$ cat src/hw/mch_pkg.sv
// Constants for the remote-terminal mode command 7/8 handler
package mch_pkg;
   // Mode codes handled here
   localparam logic [4:0] MC_OVERRIDE_FLAG = 5'h07;
   localparam logic [4:0] MC_RESET_TERM = 5'h08;
   // Register offsets on the plain register port
   localparam logic [7:0] OFS_CONFIG = 8'h00;
   localparam logic [7:0] OFS_STATUS_BITS = 8'h01;
   localparam logic [7:0] OFS_DESC_CTRL = 8'h02;
   localparam logic [7:0] OFS_MSG_INFO = 8'h03;
   localparam logic [7:0] OFS_INT_STATUS = 8'h04;
   localparam logic [7:0] OFS_INT_CLEAR = 8'h05;
   localparam logic [7:0] OFS_INT_ENABLE = 8'h06;
   localparam logic [7:0] OFS_SHUTDOWN = 8'h07;
   localparam logic [7:0] OFS_BIT_WORD = 8'h13;
   // Configuration fields
   localparam int CFG_UMC_INV = 0;
   localparam int CFG_SW_RESET = 1;
   // Internal status fields
   localparam int ST_BUSY = 0;
   localparam int ST_ME = 1;
   localparam int ST_BCR = 2;
   // Descriptor control word fields
   localparam int DESC_BUFFER_ACCESSED_FLAG = 0;
   localparam int DESC_BROADCAST_FLAG = 1;
   localparam int DESC_DPB = 2;
   // Message info word fields
   localparam int INFO_BUS_IDENTITY_BIT = 0;
   localparam int INFO_MESSAGE_ERROR_INFO = 1;
   localparam int INFO_ILLEGAL_COMMAND_INFO = 2;
   localparam int INFO_TERMINAL_TO_TERMINAL_INFO = 3;
   localparam int INFO_WORD_COUNT_ERROR_INFO = 4;
   localparam int INFO_GAP_ERROR_INFO = 5;
   localparam logic [5:0] INFO_ERR_MASK = 6'h3E;
   // Interrupt status, clear and enable fields
   localparam int INT_WORD_ACCESS = 0;
   localparam int INT_BROADCAST = 1;
   localparam int INT_ILLEGAL = 2;
   localparam int INT_MSG_ERROR = 3;
   localparam int NUM_INT = 4;
   // Flag-inhibit bit inside the built-in-test word
   localparam int BIT_FLAG_INH = 0;
   localparam logic [15:0] BIT_WORD_RESET = 16'h0000;
   // Reset-terminal sequencing
   typedef enum logic [0:0]
   {
      MCH_IDLE = 1'b0,
      MCH_WAIT_TX = 1'b1
   } mch_state_t;
endpackage

$ cat src/hw/mch_handler.sv
// Mode command 7/8 handler of a remote terminal with its register port
//
// The strobed register port and the placing of the registers were chosen for this implementation.
`timescale 1ns/1ns
//
// Function
// - Invalid or undefined receive form is ignored entirely
// - Receive form, legal: clear ME, status unless broadcast
// - In-form case updates descriptor, clears info errors
// - Illegalized receive form sets ME and illegal bits
// - Flag override with data word: ME, count error
// - Reset terminal with data word: ME, gap error
// - Reset terminal transmit form answers normally
// - After its status, clear ME, busy, BCR
// - Reset terminal zeroes the built-in-test word
// - Reset terminal cancels transmitter shutdown on both buses
// - Reset terminal cancels terminal flag inhibit
// - Configuration registers survive reset terminal command
// - Flag override command clears the flag-inhibit bit
module mch_handler
   import mch_pkg::*;
(
   input wire logic clock,
   input wire logic rst,
   input wire logic cmd_valid,
   input wire logic cmd_word_ok,
   input wire logic [4:0] cmd_mode_code,
   input wire logic cmd_tr,
   input wire logic cmd_broadcast,
   input wire logic cmd_bus_b,
   input wire logic cmd_illegal,
   input wire logic cmd_data_follows,
   input wire logic status_tx_done,
   input wire logic [7:0] addr,
   input wire logic [15:0] wdata,
   input wire logic wr,
   input wire logic rd,
   output logic [15:0] rdata,
   output logic status_send,
   output logic msg_write,
   output logic status_me,
   output logic status_bcr,
   output logic status_busy,
   output logic flag_inhibit,
   output logic shutdown_a,
   output logic shutdown_b,
   output logic irq
);
   ////////////////////////////////////////////////////////////////////////////////
   mch_state_t state, next_state;
   logic umc_inv, next_umc_inv;
   logic [2:0] desc, next_desc;
   logic [5:0] info, next_info;
   logic [NUM_INT-1:0] int_stat, next_int_stat, int_en, next_int_en, int_set;
   logic me, next_me, bcr, next_bcr, busy, next_busy;
   logic [15:0] bit_word, next_bit_word, next_rdata;
   logic [1:0] shut, next_shut;
   logic next_status_send, next_msg_write;
   logic is_mc, ignored, take, rx_form, mc8_tx, mc7_tx, wr_hit;

   // Qualify the command: only the two mode codes owned by this block
   assign is_mc = (cmd_mode_code == MC_OVERRIDE_FLAG) || (cmd_mode_code == MC_RESET_TERM);
   assign ignored = !cmd_word_ok || (!cmd_tr && umc_inv);
   assign take = cmd_valid && is_mc && !ignored;
   assign rx_form = take && !cmd_data_follows && !cmd_tr;
   assign mc8_tx = take && !cmd_data_follows && cmd_tr && cmd_mode_code == MC_RESET_TERM;
   assign mc7_tx = take && !cmd_data_follows && cmd_tr && cmd_mode_code == MC_OVERRIDE_FLAG;
   assign wr_hit = wr && addr == OFS_INT_CLEAR;

   ////////////////////////////////////////////////////////////////////////////////
   // Message handling, status bits, test word, shutdown and register access
   always_comb
   begin
      next_state = state;
      next_umc_inv = umc_inv;
      next_desc = desc;
      next_info = info;
      next_me = me;
      next_bcr = bcr;
      next_busy = busy;
      next_bit_word = bit_word;
      next_shut = shut;
      next_int_en = int_en;
      next_status_send = 1'b0;
      next_msg_write = 1'b0;
      next_rdata = rdata;
      int_set = '0;
      // Host writes come first so that the command below can override them
      if (wr)
      begin
         if (addr == OFS_CONFIG)
         begin
            next_umc_inv = wdata[CFG_UMC_INV];
            if (wdata[CFG_SW_RESET])
            begin
               next_bit_word[BIT_FLAG_INH] = 1'b0; // Self-clearing software reset
            end
         end
         else if (addr == OFS_STATUS_BITS)
         begin
            next_busy = wdata[ST_BUSY];
         end
         else if (addr == OFS_INT_ENABLE)
         begin
            next_int_en = wdata[NUM_INT-1:0];
         end
         else if (addr == OFS_SHUTDOWN)
         begin
            next_shut = shut | wdata[1:0];
         end
         else if (addr == OFS_BIT_WORD)
         begin
            next_bit_word = wdata;
         end
      end
      // Status clear waits for the transmitter so the outgoing word keeps its bits
      if (state == MCH_WAIT_TX && status_tx_done)
      begin
         next_me = 1'b0;
         next_busy = 1'b0;
         next_bcr = 1'b0;
         next_state = MCH_IDLE;
      end
      if (take)
      begin
         next_msg_write = 1'b1;
         next_desc[DESC_DPB] = !desc[DESC_DPB];
         next_info = '0;
         next_info[INFO_BUS_IDENTITY_BIT] = cmd_bus_b;
         int_set[INT_WORD_ACCESS] = 1'b1;
         if (cmd_data_follows)
         begin
            // Data word after a mode code: answer nothing, flag the error
            next_me = 1'b1;
            next_desc[DESC_BUFFER_ACCESSED_FLAG] = 1'b1;
            next_desc[DESC_BROADCAST_FLAG] = 1'b0;
            next_info[INFO_MESSAGE_ERROR_INFO] = 1'b1;
            if (cmd_mode_code == MC_OVERRIDE_FLAG)
            begin
               next_info[INFO_WORD_COUNT_ERROR_INFO] = 1'b1;
            end
            else
            begin
               next_info[INFO_GAP_ERROR_INFO] = 1'b1;
            end
            int_set[INT_MSG_ERROR] = 1'b1;
         end
         else
         begin
            next_me = !cmd_tr && cmd_illegal;
            next_status_send = !cmd_broadcast;
            if (cmd_broadcast)
            begin
               next_bcr = 1'b1;
            end
            next_desc[DESC_BUFFER_ACCESSED_FLAG] = !cmd_tr;
            next_desc[DESC_BROADCAST_FLAG] = cmd_broadcast;
            int_set[INT_BROADCAST] = cmd_broadcast;
            if (!cmd_tr && cmd_illegal)
            begin
               next_info[INFO_MESSAGE_ERROR_INFO] = 1'b1;
               next_info[INFO_ILLEGAL_COMMAND_INFO] = 1'b1;
               int_set[INT_ILLEGAL] = 1'b1;
            end
         end
         if (mc7_tx)
         begin
            next_bit_word[BIT_FLAG_INH] = 1'b0;
         end
         if (mc8_tx)
         begin
            // Configuration fields are deliberately left alone here
            next_bit_word = BIT_WORD_RESET;
            next_shut = 2'b00;
            next_state = cmd_broadcast ? MCH_IDLE : MCH_WAIT_TX;
         end
      end
      // Read data: one cycle after the strobe, unmapped reads give zero
      if (rd)
      begin
         if (addr == OFS_CONFIG)
         begin
            next_rdata = {15'h0000, umc_inv};
         end
         else if (addr == OFS_STATUS_BITS)
         begin
            next_rdata = {13'h0000, bcr, me, busy};
         end
         else if (addr == OFS_DESC_CTRL)
         begin
            next_rdata = {13'h0000, desc};
         end
         else if (addr == OFS_MSG_INFO)
         begin
            next_rdata = {10'h000, info};
         end
         else if (addr == OFS_INT_STATUS)
         begin
            next_rdata = {12'h000, int_stat};
         end
         else if (addr == OFS_INT_ENABLE)
         begin
            next_rdata = {12'h000, int_en};
         end
         else if (addr == OFS_SHUTDOWN)
         begin
            next_rdata = {14'h0000, shut};
         end
         else if (addr == OFS_BIT_WORD)
         begin
            next_rdata = bit_word;
         end
         else
         begin
            next_rdata = 16'h0000;
         end
      end
      // Sticky events: a new event wins over a clear in the same cycle
      next_int_stat = (int_stat & ~(wr_hit ? wdata[NUM_INT-1:0] : 4'h0)) | int_set;
   end

   // State registers
   always_ff @(posedge clock or posedge rst)
   begin
      if (rst)
      begin
         state <= MCH_IDLE;
         umc_inv <= 1'b0;
         desc <= 3'h0;
         info <= 6'h00;
         int_stat <= 4'h0;
         int_en <= 4'h0;
         me <= 1'b0;
         bcr <= 1'b0;
         busy <= 1'b0;
         bit_word <= BIT_WORD_RESET;
         shut <= 2'h0;
         status_send <= 1'b0;
         msg_write <= 1'b0;
         rdata <= 16'h0000;
      end
      else
      begin
         state <= next_state;
         umc_inv <= next_umc_inv;
         desc <= next_desc;
         info <= next_info;
         int_stat <= next_int_stat;
         int_en <= next_int_en;
         me <= next_me;
         bcr <= next_bcr;
         busy <= next_busy;
         bit_word <= next_bit_word;
         shut <= next_shut;
         status_send <= next_status_send;
         msg_write <= next_msg_write;
         rdata <= next_rdata;
      end
   end

   ////////////////////////////////////////////////////////////////////////////////
   // Level outputs straight from the registers
   assign status_me = me;
   assign status_bcr = bcr;
   assign status_busy = busy;
   assign flag_inhibit = bit_word[BIT_FLAG_INH];
   assign shutdown_a = shut[0];
   assign shutdown_b = shut[1];
   assign irq = |(int_stat & int_en);

   ////////////////////////////////////////////////////////////////////////////////
   ignored_quiet_a: assert property (@(posedge clock) disable iff (rst)
      cmd_valid && is_mc && ignored && !wr |=> !status_send && !msg_write
         && $stable(int_stat) && $stable(desc))
      else $error("ignored command changed state");

   rx_inform_a: assert property (@(posedge clock) disable iff (rst)
      rx_form && !cmd_illegal |=> !me && status_send == !$past(cmd_broadcast))
      else $error("in-form receive answer wrong");

   rx_desc_a: assert property (@(posedge clock) disable iff (rst)
      rx_form |=> desc[DESC_BUFFER_ACCESSED_FLAG] && desc[DESC_DPB] != $past(desc[DESC_DPB])
         && (info & INFO_ERR_MASK) == ($past(cmd_illegal) ? 6'h06 : 6'h00)
         && int_stat[INT_WORD_ACCESS])
      else $error("receive form descriptor or info wrong");

   rx_illegal_a: assert property (@(posedge clock) disable iff (rst)
      rx_form && cmd_illegal |=> me && info[INFO_ILLEGAL_COMMAND_INFO] && info[INFO_MESSAGE_ERROR_INFO]
         && int_stat[INT_ILLEGAL])
      else $error("illegal receive form not flagged");

   data_error_a: assert property (@(posedge clock) disable iff (rst)
      take && cmd_data_follows |=> me && !status_send && !desc[DESC_BROADCAST_FLAG]
         && info[INFO_WORD_COUNT_ERROR_INFO] == ($past(cmd_mode_code) == MC_OVERRIDE_FLAG)
         && info[INFO_GAP_ERROR_INFO] == ($past(cmd_mode_code) == MC_RESET_TERM))
      else $error("data word after mode code handled wrong");

   reset_tx_a: assert property (@(posedge clock) disable iff (rst)
      mc8_tx && !cmd_broadcast |=> status_send && !me && !desc[DESC_BUFFER_ACCESSED_FLAG]
         && (info & INFO_ERR_MASK) == 6'h00 ##1 !status_send)
      else $error("reset terminal answer wrong");

   status_clear_a: assert property (@(posedge clock) disable iff (rst)
      state == MCH_WAIT_TX && status_tx_done && !take && !wr |=> !me && !busy && !bcr)
      else $error("status bits not cleared after status");

   reset_effects_a: assert property (@(posedge clock) disable iff (rst)
      mc8_tx && !wr |=> bit_word == 16'h0000 && !shutdown_a && !shutdown_b
         && !flag_inhibit && umc_inv == $past(umc_inv))
      else $error("reset terminal effects missing");

   override_flag_a: assert property (@(posedge clock) disable iff (rst)
      mc7_tx && !wr |=> !flag_inhibit && bit_word[15:1] == $past(bit_word[15:1]))
      else $error("flag inhibit not overridden");
endmodule // mch_handler

$ cat config.mk
export PLATFORM = sky130hd
export DESIGN_NAME = mch_handler
export DESIGN_NICKNAME = d
export VERILOG_FILES = /design/src/hw/mch_pkg.sv /design/src/hw/mch_handler.sv
export SDC_FILE = /design/constraint.sdc
export NUM_CORES = 1
export LEC_CHECK = 0
export BUFFER_PORTS_ARGS = -buffer_cell sky130_fd_sc_hd__buf_2
export CORE_ASPECT_RATIO = 1.75
export CORE_MARGIN = 4
export CORE_UTILIZATION = 47
export DETAILED_ROUTE_END_ITERATION = 8
export PLACE_DENSITY = 0.71
export SETUP_SLACK_MARGIN = 0.1
export SKIP_LAST_GASP = 1
export SYNTH_ARGS = -nofsm -noshare
export SYNTH_HDL_FRONTEND = slang
export SYNTH_SLANG_ARGS = --single-unit
$ cat constraint.sdc
create_clock -name clock -period 2.4 [get_ports clock]
set_clock_uncertainty 0.1 [all_clocks]
set_input_delay 0.24 -clock clock [delete_from_list [all_inputs] [get_ports clock]]
set_output_delay 0.24 -clock clock [all_outputs]
set_load 0.02 [all_outputs]
======== After elaboration in Yosys (flattened, before gate mapping) ========
Index checks and enable logic that the tools add are counted.
storage, ports and cells
  input port bits ......................... 41
  bits in registers ....................... 57
  logic and storage cells ................. 114
  bits in writable memories ............... 0
  ROM bits ................................ 0
  memories kept ........................... 0
  bits in latches ......................... 0
operators by class
  $lt $le $gt $ge ......................... 0
  reduce and logical (&&, ||, !) cells .... 26
  bitwise gates (word level) .............. 7
  add/subtract/negate cells ............... 0
  divide/modulo/power cells ............... 0
  $mul .................................... 0
  shift operators ......................... 0
  multiplexer cells ....................... 56
  eq/ne operators ......................... 11
operators by type and width
  kind                  count
  $mux W16              15
  $eq A8 B3 Y1 const B  4
  $mux W1               27
  $mux W2               11
  $eq A8 B2 Y1 const B  2
  $mux W15              1
  $logic_and A1 B1 Y1   10
  $and A4 B4 Y4         2
  $eq A8 B1 Y1 const B  1
  $eq A8 B5 Y1 const B  1
  $logic_not A8 Y1      1
  $mux W4               2
  $logic_not A1 Y1      6
  $reduce_bool A2 Y1    3
  $eq A5 B3 Y1 const B  1
  $eq A5 B4 Y1 const B  1
  $not A4 Y4            1
  $or A4 B4 Y4          1
  $reduce_and A4 Y1     1
  $reduce_or A4 Y1      1
  $reduce_and A3 Y1     1
  $logic_or A1 B1 Y1    2
  $ne A2 B1 Y1 const B  1
  $not A1 Y1            2
  2 further kinds       2

======== Longest topological paths before layout ========
Gate-level depths: netlist of the first run.
  depth after elaboration ................. 11
  depth in mapped cells ................... 7

======== Worst setup path after synthesis of the first run ========
Ideal clock, no wire load.
  path type ............................... input to register
  from .................................... input cmd_mode_code[0]
  to ...................................... register info[2]
  path buffers ............................ 1
  setup slack ............................. 0.548 ns
  stages .................................. 4
  arrival time ............................ 1.634 ns
  required time ........................... 2.181 ns
  cell sequence ........................... or4b_4 a2111o_1 buf_6 a21o_2
between the ends
  longest elaborated chain between the ends .. 4
  elaborated cells between the ends (all ways) .. 5
RTL lines
  what                                          RTL line            text
  start, declared                               mch_handler.sv:27   input wire logic [4:0] cmd_mode_code,
  $eq A5 B3 Y1 or $eq A5 B4 Y1 (tied branches)  mch_handler.sv:62   assign is_mc = (cmd_mode_code == MC_OVERRIDE_FLAG) || (cmd_mode_code == MC_RESET_TERM);
  $logic_or A1 B1 Y1 *                          mch_handler.sv:62
  $logic_and A1 B1 Y1 * (2 in a row)            mch_handler.sv:64   assign take = cmd_valid && is_mc && !ignored;
  end signal, assigned                          mch_handler.sv:247  info <= next_info;
  end, declared                                 mch_handler.sv:53   logic [5:0] info, next_info;
Every way passes the cells marked *; elsewhere a longest branch is shown, timed or not.
A chain may end at the register's enable or synchronous reset.

======== Worst setup path after layout of the first run ========
  from .................................... input addr[5]
  to ...................................... register int_en[0]
between the ends
  longest elaborated chain between the ends .. 3
  elaborated cells between the ends (all ways) .. 6
RTL lines
  what                                              RTL line                              text
  start, declared                                   mch_handler.sv:34                     input wire logic [7:0] addr,
  $eq A8 B1 Y1 or $logic_not A8 Y1 (tied branches)  mch_handler.sv:99, mch_handler.sv:91
  $not A1 Y1 (no line)                              n/a
  $reduce_and A4 Y1 (no line) *                     n/a
  end signal, assigned                              mch_handler.sv:249                    int_en <= next_int_en;
  end, declared                                     mch_handler.sv:54                     logic [NUM_INT-1:0] int_stat, next_int_stat, int_en, next_int_en, int_set;
Marked as above.

==> results.sh, run 1 <==
export IMPL_status="finished clean"
export IMPL_grtUsageTotal_pct=20.3
export IMPL_synth_edf_count=0
export IMPL_viasPerCell=5.33
export IMPL_crit_required_ns=2.51
export IMPL_synthTopCellsByArea="dfrtp_1 52%, nand2_1 7.9%, a21oi_1 4.3%, o21ai_0 2.9%, mux2_2 2.9%"
export IMPL_hold_viol_final=0
export IMPL_drc=0
export IMPL_synth_async_sr_flop_share_pct=100
export IMPL_critPathArrivalTime_ns=1.92
export IMPL_finalNonFillerCells=440
export IMPL_drtIter0Drc=114
export IMPL_io_pins=66
export IMPL_crit_type="input port to flip-flop"
export IMPL_ys_seq_area_share_pct=51.6
export IMPL_power_density_nw_per_um2=626
export IMPL_synthXorXnorAreaFrac_pct=0.317
export IMPL_ys_warn_count=0
export IMPL_met2_wirelength_um=3660
export IMPL_critical_path_max_stage_delay_ns=0.70
export IMPL_rr_worst_depth=4
export IMPL_drt_pre_antenna_iters=4
export IMPL_dp_hpwl_um=5110
export IMPL_vias=2344
export IMPL_coreArea_um2=5630
export IMPL_tightest_slew_ns=0.635
export IMPL_synthSimpleGateAreaFrac_pct=21.1
export IMPL_ys_types=51
export IMPL_worst_setup_path_end_kind="flip-flop"
export IMPL_synth_adder_area_share_pct=0
export IMPL_grt_antenna_before_repair=0
export IMPL_diodes=0
export IMPL_fin_setup_tns_ns=0
export IMPL_worstSetupStartpoint="addr[5]"
export IMPL_worst_slack_ns=0.597
export IMPL_htreeDepth=3
export IMPL_place_port_buffers=65
export IMPL_ys_flop_type="dfrtp_1"
export IMPL_clock_path_buffers=2
export IMPL_irDropWorstVdd_uv=522
export IMPL_syn_inst=291
export IMPL_slew_viol_final=0
export IMPL_placed_cells=422
export IMPL_setup_violations=0
export IMPL_wl_um=6790
export IMPL_cts_setup_buffers=0
export IMPL_maxSlewHeadroom_pct=57.6
export IMPL_clk_pin_slew_ns=0.06
export IMPL_netlist_area_leader_share_pct=51.6
export IMPL_yosys_mux_area_fraction_pct=4.66
export IMPL_drv_cap=0
export IMPL_synth_fp_nets=332
export IMPL_routabilityCongestion=0.955
export IMPL_synth_compound_area_share_pct=17.2
export IMPL_cts_tree="done"
export IMPL_startpoint_type="input port"
export IMPL_finalInstanceArea_um2=3360
export IMPL_finalNetCount=400
export IMPL_final_cell_mix="65 x buf_2, 58 x nand2_1, 57 x dfrtp_1"
export IMPL_overflow=0
export IMPL_routedWlPerCell_um=15.4
export IMPL_drive_gt1_share_pct=28.0
export IMPL_final_fill_count=511
export IMPL_seqCellArea_um2=1430
export IMPL_syn_area_um2=2760
export IMPL_root_buffer="clkbuf_8"
export IMPL_r2r_end="status_bcr$_DFF_PP0_"
export IMPL_antenna_left=0
export IMPL_final_common_cell="buf_2"
export IMPL_crit_chain="buf_2, or4_1, nor2_1, and2_1, mux2_2"
export IMPL_cts_buffers=9
export IMPL_rsz0062_at_grt="false"
export IMPL_met3_length_um=352
export IMPL_grt_pass1_wl_um=11000
export IMPL_grt_pass1_vias=2320
export IMPL_max_freq_mhz=555
export IMPL_r2r_start="umc_inv$_DFFE_PP0P_"
export IMPL_synth_top_family_by_area="simple AND/OR/NAND/NOR gates"
export IMPL_hold_path_class="input port to flip-flop"
export IMPL_die_h_um=109
export IMPL_crit_end="int_en[0]$_DFFE_PP0P_"
export IMPL_yosys_area_top_type="dfrtp_1"
export IMPL_fp_row_count=36
export IMPL_p_leak_uw=0.00161
export IMPL_areaGrowthSynthToFinish_pct=21.5
export IMPL_multiInputGateArea_um2=1200
export IMPL_pre_cts_ws_ns=0.268
export IMPL_design_die_area_um2=7220
export IMPL_cp_max_fo=8
export IMPL_clock_latency_ns=0.33
export IMPL_initial_core_util_pct=49.1
export IMPL_chipWidth_um=66.0
export IMPL_ff2ff_setup_slack_ns=0.66
export IMPL_min_period_over_period_pct=75.1
export IMPL_hp_start="cmd_broadcast"
export IMPL_cts_sinks=57
export IMPL_synth_seq_cells=57
export IMPL_place_area_um2=3160
export IMPL_wl_met1_um=2610
export IMPL_period_needed_ns=1.80
export IMPL_grt_max_degree=31
export IMPL_slowest_stage="or4_1"
export IMPL_avgSynthCellArea_um2=9.50
export IMPL_top_layer="met4"
[cells in the mapped netlist, drive strengths merged, types with 5 or more instances]
master / n
nand2: 58
dfrtp: 57
a21oi: 24
inv: 20
o21ai: 16
nor2: 11
clkbuf: 10
mux2: 7
nor2b: 7
nor3: 7
a21o: 5
a31oi: 5
mux2i: 5
[critical path, delay by kind of cell]
family	cells	cell delay, ns
simple gates	3	1.21
mux	1	0.36
buf+inv	1	0.11
[what timing repair did]
item / CTS / global route
hold buffers: 2 / 0
gates resized for setup: 0 / 0
hold endpoints to repair: 28 / 0
[flip-flops by register name, indices dropped and copies added (netlist names)]
name	flops
bit_word	16
desc	3
info	5
int_en	4
int_stat	4
msg_write	1
rdata	16
shut	2
state	1
status_bcr	1
status_busy	1
status_me	1
status_send	1
umc_inv	1
[how the worst min path moves through the flow]
stage / endpoint / slack (ns) / cells past startpoint
6_report: status_send$_DFF_PP0_ / 0.03 / 2
5_1_grt: status_send$_DFF_PP0_ / 0.02 / 2
4_1_cts: status_send$_DFF_PP0_ / 0.02 / 2
3_5_place_dp: rdata[15]$_DFFE_PP0P_ / 0.27 / 2
3_3_place_gp: bit_word[15]$_DFF_PP0_ / 0.25 / 2
2_1_floorplan: status_send$_DFF_PP0_ / 0.21 / 1
[layer usage]
layer	vias to the layer above	track usage, %
met2	64	35.6
li1	1148	-
met3	13	5.42
met4	0	8.72
met5	-	0
met1	1119	22.9
[cell families after synthesis]
| logic type | count (synthesis) |
|---|---|
| multiplexers | 12 |
| XOR/XNOR | 1 |
| buffers and inverters | 34 |
| AO/OA/AOI/OAI | 74 |
| flip-flops | 57 |
| AND/OR/NAND/NOR | 113 |
[report_power, final]
part	switching, µW	internal [µW]	total, µW	leakage (µW)
Sequential	47.4	1030	1070	0.000767
Combinational	137	110	246	0.000751
Clock	355	426	781	0.0000932
Total	540	1560	2100	0.00161
[layout make-up]
cell class | instances | share of cell area, %
inverters | 20 | 2.24
well taps | 76 | 2.83
clock buffers | 13 | 4.73
repair buffers | 71 | 11.6
clock inverters | 3 | 0.447
flip-flops and latches | 57 | 42.5
multi-input cells | 200 | 35.7
[stage by stage]
step	total power [µW]	utilization (%)	hold WS [ns]
after floorplan	1230	-	0.211
after global placement	1330	56.2	0.251
after detailed placement	1340	56.2	0.265
after CTS	2120	59.6	0.0152
after global routing	2200	59.6	0.0172
final	2100	59.6	0.0332
(Power assumes the default switching activity.)
==> run 2, diff against run 1 <==
--- a/config.mk
+++ b/config.mk
@@ -5,6 +5,7 @@
 export SDC_FILE = /design/constraint.sdc
 export NUM_CORES = 1
 export LEC_CHECK = 0
+export ABC_AREA = 1
 export BUFFER_PORTS_ARGS = -buffer_cell sky130_fd_sc_hd__buf_2
 export CORE_ASPECT_RATIO = 1.75
 export CORE_MARGIN = 4
==> constraint.sdc (replaced) <==
create_clock -name clock -period 1.9 [get_ports clock]
set_clock_uncertainty 0.1 [all_clocks]
set_input_delay 0.19 -clock clock [delete_from_list [all_inputs] [get_ports clock]]
set_output_delay 0.19 -clock clock [all_outputs]
set_load 0.02 [all_outputs]
==> results.sh, run 2 <==
export IMPL_drive_gt1_share_pct=28.9
export IMPL_critical_path_max_stage_delay_ns=0.40
export IMPL_hold_viol_final=0
export IMPL_viasPerCell=5.04
export IMPL_maxSlewHeadroom_pct=76.9
export IMPL_vias=2460
export IMPL_ys_types=35
export IMPL_grt_antenna_before_repair=0
export IMPL_p_leak_uw=0.00198
export IMPL_syn_inst=330
export IMPL_r2r_end="bit_word[15]$_DFF_PP0_"
export IMPL_rsz0062_at_grt="false"
export IMPL_io_pins=66
export IMPL_overflow=0
export IMPL_yosysMostFrequentCell="nand2_1"
export IMPL_clk_pin_slew_ns=0.06
export IMPL_diodes=0
export IMPL_critPathArrivalTime_ns=1.77
export IMPL_slowest_stage="dfrtp_1"
export IMPL_htreeDepth=3
export IMPL_coreArea_um2=5630
export IMPL_post_cts_resized=0
export IMPL_finalNetCount=448
export IMPL_clock_latency_ns=0.32
export IMPL_place_area_um2=3210
export IMPL_cp_max_fo=18
export IMPL_period_needed_ns=1.67
export IMPL_yosys_area_top_type="dfrtp_1"
export IMPL_grtUsageTotal_pct=20.1
export IMPL_power_density_nw_per_um2=835
export IMPL_synth_edf_count=0
export IMPL_synth_async_sr_flop_share_pct=100
export IMPL_startpoint_type="flip-flop"
export IMPL_crit_chain="a21oi_1, nand2_4, clkinv_2, nand2_4, nor2_4, nand2_4, o21ai_0, a21oi_1"
export IMPL_drv_cap=0
export IMPL_fin_setup_tns_ns=0
export IMPL_clock_path_buffers=2
export IMPL_r2r_start="umc_inv$_DFFE_PP0P_"
export IMPL_tightest_slew_ns=0.344
export IMPL_final_cell_mix="77 x nand2_1, 65 x buf_2, 57 x dfrtp_1"
export IMPL_wl_um=6560
export IMPL_cts_sinks=57
export IMPL_hold_end="bit_word[14]$_DFF_PP0_"
export IMPL_irDropWorstVdd_uv=468
export IMPL_ys_warn_count=0
export IMPL_rr_worst_depth=8
export IMPL_min_period_over_period_pct=87.9
export IMPL_dp_hpwl_um=4990
export IMPL_hp_start="wdata[14]"
export IMPL_slew_viol_final=0
export IMPL_grt_pass1_vias=2426
export IMPL_min_path_cells=3
export IMPL_max_freq_mhz=599
export IMPL_worst_setup_path_end_kind="flip-flop"
export IMPL_cp_top_family="simple AND/OR/NAND/NOR gates"
export IMPL_final_common_cell="nand2_1"
export IMPL_die_h_um=110
export IMPL_place_port_buffers=65
export IMPL_utilization_pct=61.5
export IMPL_ys_seq_area_share_pct=51.5
export IMPL_worst_path_buf_inv=1
export IMPL_fp_row_count=36
export IMPL_design_die_area_um2=7230
export IMPL_chipWidth_um=66.0
export IMPL_hold_path_class="input port to flip-flop"
export IMPL_syn_area_um2=2770
export IMPL_synth_fp_nets=371
export IMPL_synthTopCellsByArea="dfrtp_1 52%, nand2_1 10%, inv_1 6.4%, o21ai_0 4.2%, a21oi_1 3.8%"
export IMPL_finalInstanceArea_um2=3460
export IMPL_avgSynthCellArea_um2=8.39
export IMPL_areaGrowthSynthToFinish_pct=25.0
export IMPL_crit_type="flip-flop to flip-flop"
export IMPL_ys_flop_type="dfrtp_1"
export IMPL_drc=0
export IMPL_initial_core_util_pct=49.2
export IMPL_yosys_top_cells_count="77 x nand2_1, 57 x dfrtp_1, 47 x inv_1"
export IMPL_crit_required_ns=2.00
export IMPL_top_regs="bit_word x16, rdata x16, info x5"
export IMPL_worst_path_most_repeated_cell="nand2_4"
export IMPL_grt_max_degree=58
export IMPL_routabilityCongestion=0.870
export IMPL_setup_violations=0
export IMPL_antenna_left=0
export IMPL_status="finished clean"
export IMPL_cts_buffers=9
export IMPL_grt_pass1_wl_um=10800
export IMPL_routedWlPerCell_um=13.4
export IMPL_ff2ff_setup_slack_ns=0.23
export IMPL_synth_seq_cells=57
export IMPL_cts_tree="done"
export IMPL_root_buffer="clkbuf_8"
export IMPL_cts_setup_buffers=0
export IMPL_drtIter0Drc=153
export IMPL_drt_pre_antenna_iters=4
export IMPL_netlist_area_leader_share_pct=51.5
==> run 2: changes by cell type after synthesis, moves of 5 or more <==
| cell | change |
|---|---|
| nor2b_1 | -7 |
| nand2_1 | +19 |
| clkbuf_1 | -8 |
| nand3_1 | +10 |
| o21ai_0 | +7 |
| mux2_2 | -7 |
| inv_1 | +27 |
| o21ai_2 | +8 |
| mux2i_1 | -5 |
| nor2_1 | +12 |
| inv_2 | +5 |
| o31ai_1 | +10 |
==> run 2: routing by layer <==
layer	GRT usage, %	vias up	share of wire, %
met1	21.9	1122	38
met2	34.9	92	52
met4	10.3	0	3.7
met3	5.52	22	6.0
met5	0	-	0
li1	-	1224	-
==> run 2: worst max path at each step <==
stage | slack [ns] | end | from | cells past startpoint
global route | 0.12 | bit_word[4]$_DFF_PP0_ | umc_inv$_DFFE_PP0P_ | 8
global placement | 0.25 | bit_word[15]$_DFF_PP0_ | umc_inv$_DFFE_PP0P_ | 8
CTS | 0.22 | bit_word[4]$_DFF_PP0_ | umc_inv$_DFFE_PP0P_ | 8
finish | 0.23 | bit_word[15]$_DFF_PP0_ | umc_inv$_DFFE_PP0P_ | 8
floorplan | 0.21 | bit_word[0]$_DFF_PP0_ | rst | 1
detailed placement | 0.22 | bit_word[4]$_DFF_PP0_ | addr[7] | 11
==> run 2: worst reg2reg max path, stage by stage, from the launching register on <==
cell and delay, ns:
dfrtp_1 0.40, a21oi_1 0.24, nand2_4 0.12, clkinv_2 0.08
nand2_4 0.05, nor2_4 0.14, nand2_4 0.21, o21ai_0 0.16
a21oi_1 0.06
==> run 2: logic make-up (layout without fill, tap and decap cells) <==
logic type | count (synthesis) | after routing | share of synthesized area, %
AO/OA/AOI/OAI | 75 | 75 | 16.3
AND/OR/NAND/NOR | 134 | 134 | 22.5
XOR/XNOR | 1 | 1 | 0.317
flip-flops | 57 | 57 | 51.5
buffers and inverters | 63 | 145 | 9.31
==> run 2: stage by stage <==
stage / total power (µW) / std cells / setup slack (ns) / hold slack (ns)
after global placement: 1670 / 469 / 0.247 / 0.166
after floorplan: 1550 / 330 / 0.210 / 0.156
after CTS: 2920 / 488 / 0.217 / 0.0276
final: 2890 / 488 / 0.229 / 0.0382
after global routing: 3030 / 488 / 0.122 / 0.0341
after detailed placement: 1680 / 469 / 0.216 / 0.166
==> run 2: timing repair <==
item	4_1_cts	5_1_grt
setup endpoints to repair	0	0
hold buffers	3	0
endpoints found under the hold margin	60	0
==> run 2: layout make-up <==
type                            count  area (µm²)
Fill cell                         511        2170
Sequential cell                    57        1430
Multi-Input combinational cell    210        1080
Timing Repair Buffer               74         425
Inverter                           55         210
Clock buffer                       11         141
Tap cell                           76        95.1
Clock inverter                      5        78.8
==> run 2: power breakdown <==
group | switching (µW) | internal, µW
clock network | 459 | 772
registers | 54.5 | 1310
logic | 182 | 113
==> run 3, diff against run 2 <==
--- a/config.mk
+++ b/config.mk
@@ -8,7 +8,7 @@
 export ABC_AREA = 1
 export BUFFER_PORTS_ARGS = -buffer_cell sky130_fd_sc_hd__buf_2
 export CORE_ASPECT_RATIO = 1.75
-export CORE_MARGIN = 4
+export CORE_MARGIN = 10
 export CORE_UTILIZATION = 47
 export DETAILED_ROUTE_END_ITERATION = 8
 export PLACE_DENSITY = 0.71
==> results.sh, run 3 (synthesis gave the netlist of run 2 again) <==
export IMPL_power_frac_comb_pct=10.8
export IMPL_setup_violations=0
export IMPL_clock_power_share_pct=40.3
export IMPL_startpoint_type="flip-flop"
export IMPL_grt_max_degree=58
export IMPL_slew_viol_final=0
export IMPL_worst_path_buf_inv=1
export IMPL_design_die_area_um2=9480
export IMPL_initial_core_util_pct=49.2
export IMPL_coreArea_um2=5630
export IMPL_irDropWorstVdd_uv=593
export IMPL_slowest_stage="dfrtp_1"
export IMPL_drt_pre_antenna_iters=4
export IMPL_die_h_um=122
export IMPL_cts_buffers=9
export IMPL_drv_cap=0
export IMPL_max_freq_mhz=605
export IMPL_dp_hpwl_um=5540
export IMPL_pre_cts_ws_ns=0.186
export IMPL_viasPerCell=5.15
export IMPL_cp_top_family="simple AND/OR/NAND/NOR gates"
export IMPL_hold_viol_final=0
export IMPL_critical_path_max_stage_delay_ns=0.40
export IMPL_worst_setup_path_end_kind="flip-flop"
export IMPL_status="finished clean"
export IMPL_fin_setup_tns_ns=0
export IMPL_rsz0062_at_grt="false"
export IMPL_tightest_slew_ns=0.346
export IMPL_met2_usage_pct=28.2
export IMPL_top_usage_layer="met2"
export IMPL_grt_pass1_vias=2686
export IMPL_diodes=0
export IMPL_crit_type="flip-flop to flip-flop"
export IMPL_seqCellArea_um2=1430
export IMPL_clock_path_buffers=2
export IMPL_drive_gt1_share_pct=28.9
export IMPL_finalNetCount=448
export IMPL_period_needed_ns=1.65
export IMPL_final_fill_count=508
export IMPL_final_cell_mix="77 x nand2_1, 65 x buf_2, 57 x dfrtp_1"
export IMPL_io_pins=66
export IMPL_power_frac_seq_pct=48.9
export IMPL_grt_antenna_before_repair=0
export IMPL_routedWlPerCell_um=15.0
export IMPL_fp_row_count=36
export IMPL_cp_max_fo=18
export IMPL_p_int_uw=2060
export IMPL_wl_um=7340
export IMPL_place_port_buffers=65
export IMPL_multiInputGateArea_um2=1090
export IMPL_clock_latency_ns=0.33
export IMPL_maxSlewHeadroom_pct=76.8
export IMPL_clk_pin_slew_ns=0.07
export IMPL_drtIter0Drc=194
export IMPL_areaGrowthSynthToFinish_pct=24.5
export IMPL_root_buffer="clkbuf_8"
export IMPL_chipWidth_um=78.0
export IMPL_final_common_cell="nand2_1"
export IMPL_top_regs="bit_word x16, rdata x16, info x5"
export IMPL_critPathArrivalTime_ns=1.77
export IMPL_worst_slack_ns=0.248
export IMPL_hold_path_class="input port to flip-flop"
export IMPL_cts_sinks=57
export IMPL_overflow=0
export IMPL_crit_required_ns=2.02
export IMPL_grtUsageTotal_pct=16.1
export IMPL_grt_met1_usage_pct=16.7
export IMPL_routabilityCongestion=0.939
export IMPL_vias=2513
export IMPL_power_density_nw_per_um2=811
export IMPL_power_switching_uw=734
export IMPL_cts_tree="done"
export IMPL_grt_use_met3_pct=4.90
export IMPL_p_leak_uw=0.00194
export IMPL_min_period_over_period_pct=86.9
export IMPL_switching_share_pct=26.3
export IMPL_htreeDepth=3
export IMPL_antenna_left=0
export IMPL_drc=0
export IMPL_crit_chain="a21oi_1, nand2_4, clkinv_2, nand2_4, nor2_4, nand2_8, o21ai_0, a21oi_1"
export IMPL_grt_pass1_wl_um=12400
run 3: changes by cell type in the layout (fill, tap and decap cells not counted), sizes merged:
cell	previous run	this run
clkinvlp	0	2
bufinv	2	1
clkinv	5	4
run 3: final cells by class:
class,instances,area share [%]
Sequential cell,57,41.4
Timing Repair Buffer,74,12.3
Clock buffer,11,4.10
Clock inverter,5,1.60
Multi-Input combinational cell,210,31.7
Tap cell,76,2.76
Inverter,55,6.10
run 3: power groups by stage:
stage	combinational (µW)	clock, µW	sequential (µW)
final	301	1130	1370
after global routing	340	1210	1370
after CTS	304	1140	1370
after detailed placement	298	0	1390
after global placement	288	0	1390
after floorplan	161	0	1380
run 3: through the flow:
step	std cells	util, %	cell area, µm²	power, µW	hold WS (ns)
after CTS	488	61.0	3440	2810	0.0323
after global routing	488	61.2	3450	2920	0.0408
after floorplan	330	-	2770	1550	0.156
after global placement	469	57.0	3210	1670	0.162
after detailed placement	469	57.0	3210	1680	0.169
final	488	61.2	3450	2790	0.0363
run 3: repair_timing:
action,in CTS,in global routing
hold buffers,3,0
buffers inserted,0,0
endpoints found under the setup margin,0,1
gates resized for setup,0,1
hold endpoints to repair,60,0
run 3: final timing paths:
kind / depth (start not counted) / from / slack [ns] / to
worst max-delay path: 8 / umc_inv$_DFFE_PP0P_ / 0.25 / bit_word[6]$_DFF_PP0_
worst min-delay path: 3 / wdata[10] / 0.04 / bit_word[10]$_DFF_PP0_
worst max register to register: 8 / umc_inv$_DFFE_PP0P_ / 0.25 / bit_word[6]$_DFF_PP0_
worst min register to register: 2 / rdata[5]$_DFFE_PP0P_ / 0.37 / rdata[5]$_DFFE_PP0P_
max in group asynchronous: 4 / rst / 1.09 / rdata[14]$_DFFE_PP0P_
min in group asynchronous: 4 / rst / 0.35 / bit_word[9]$_DFF_PP0_
run 3: metal layers:
metal  part of all wire, %  routed length, µm
met1                    38               2800
met2                    51               3760
met3                   6.7                490
met4                   4.0                293
met5                     0                  0
run 3: worst min-delay path: stages:
cell and delay [ns]:
buf_2 0.09, o21ai_2 0.05, a21oi_1 0.10
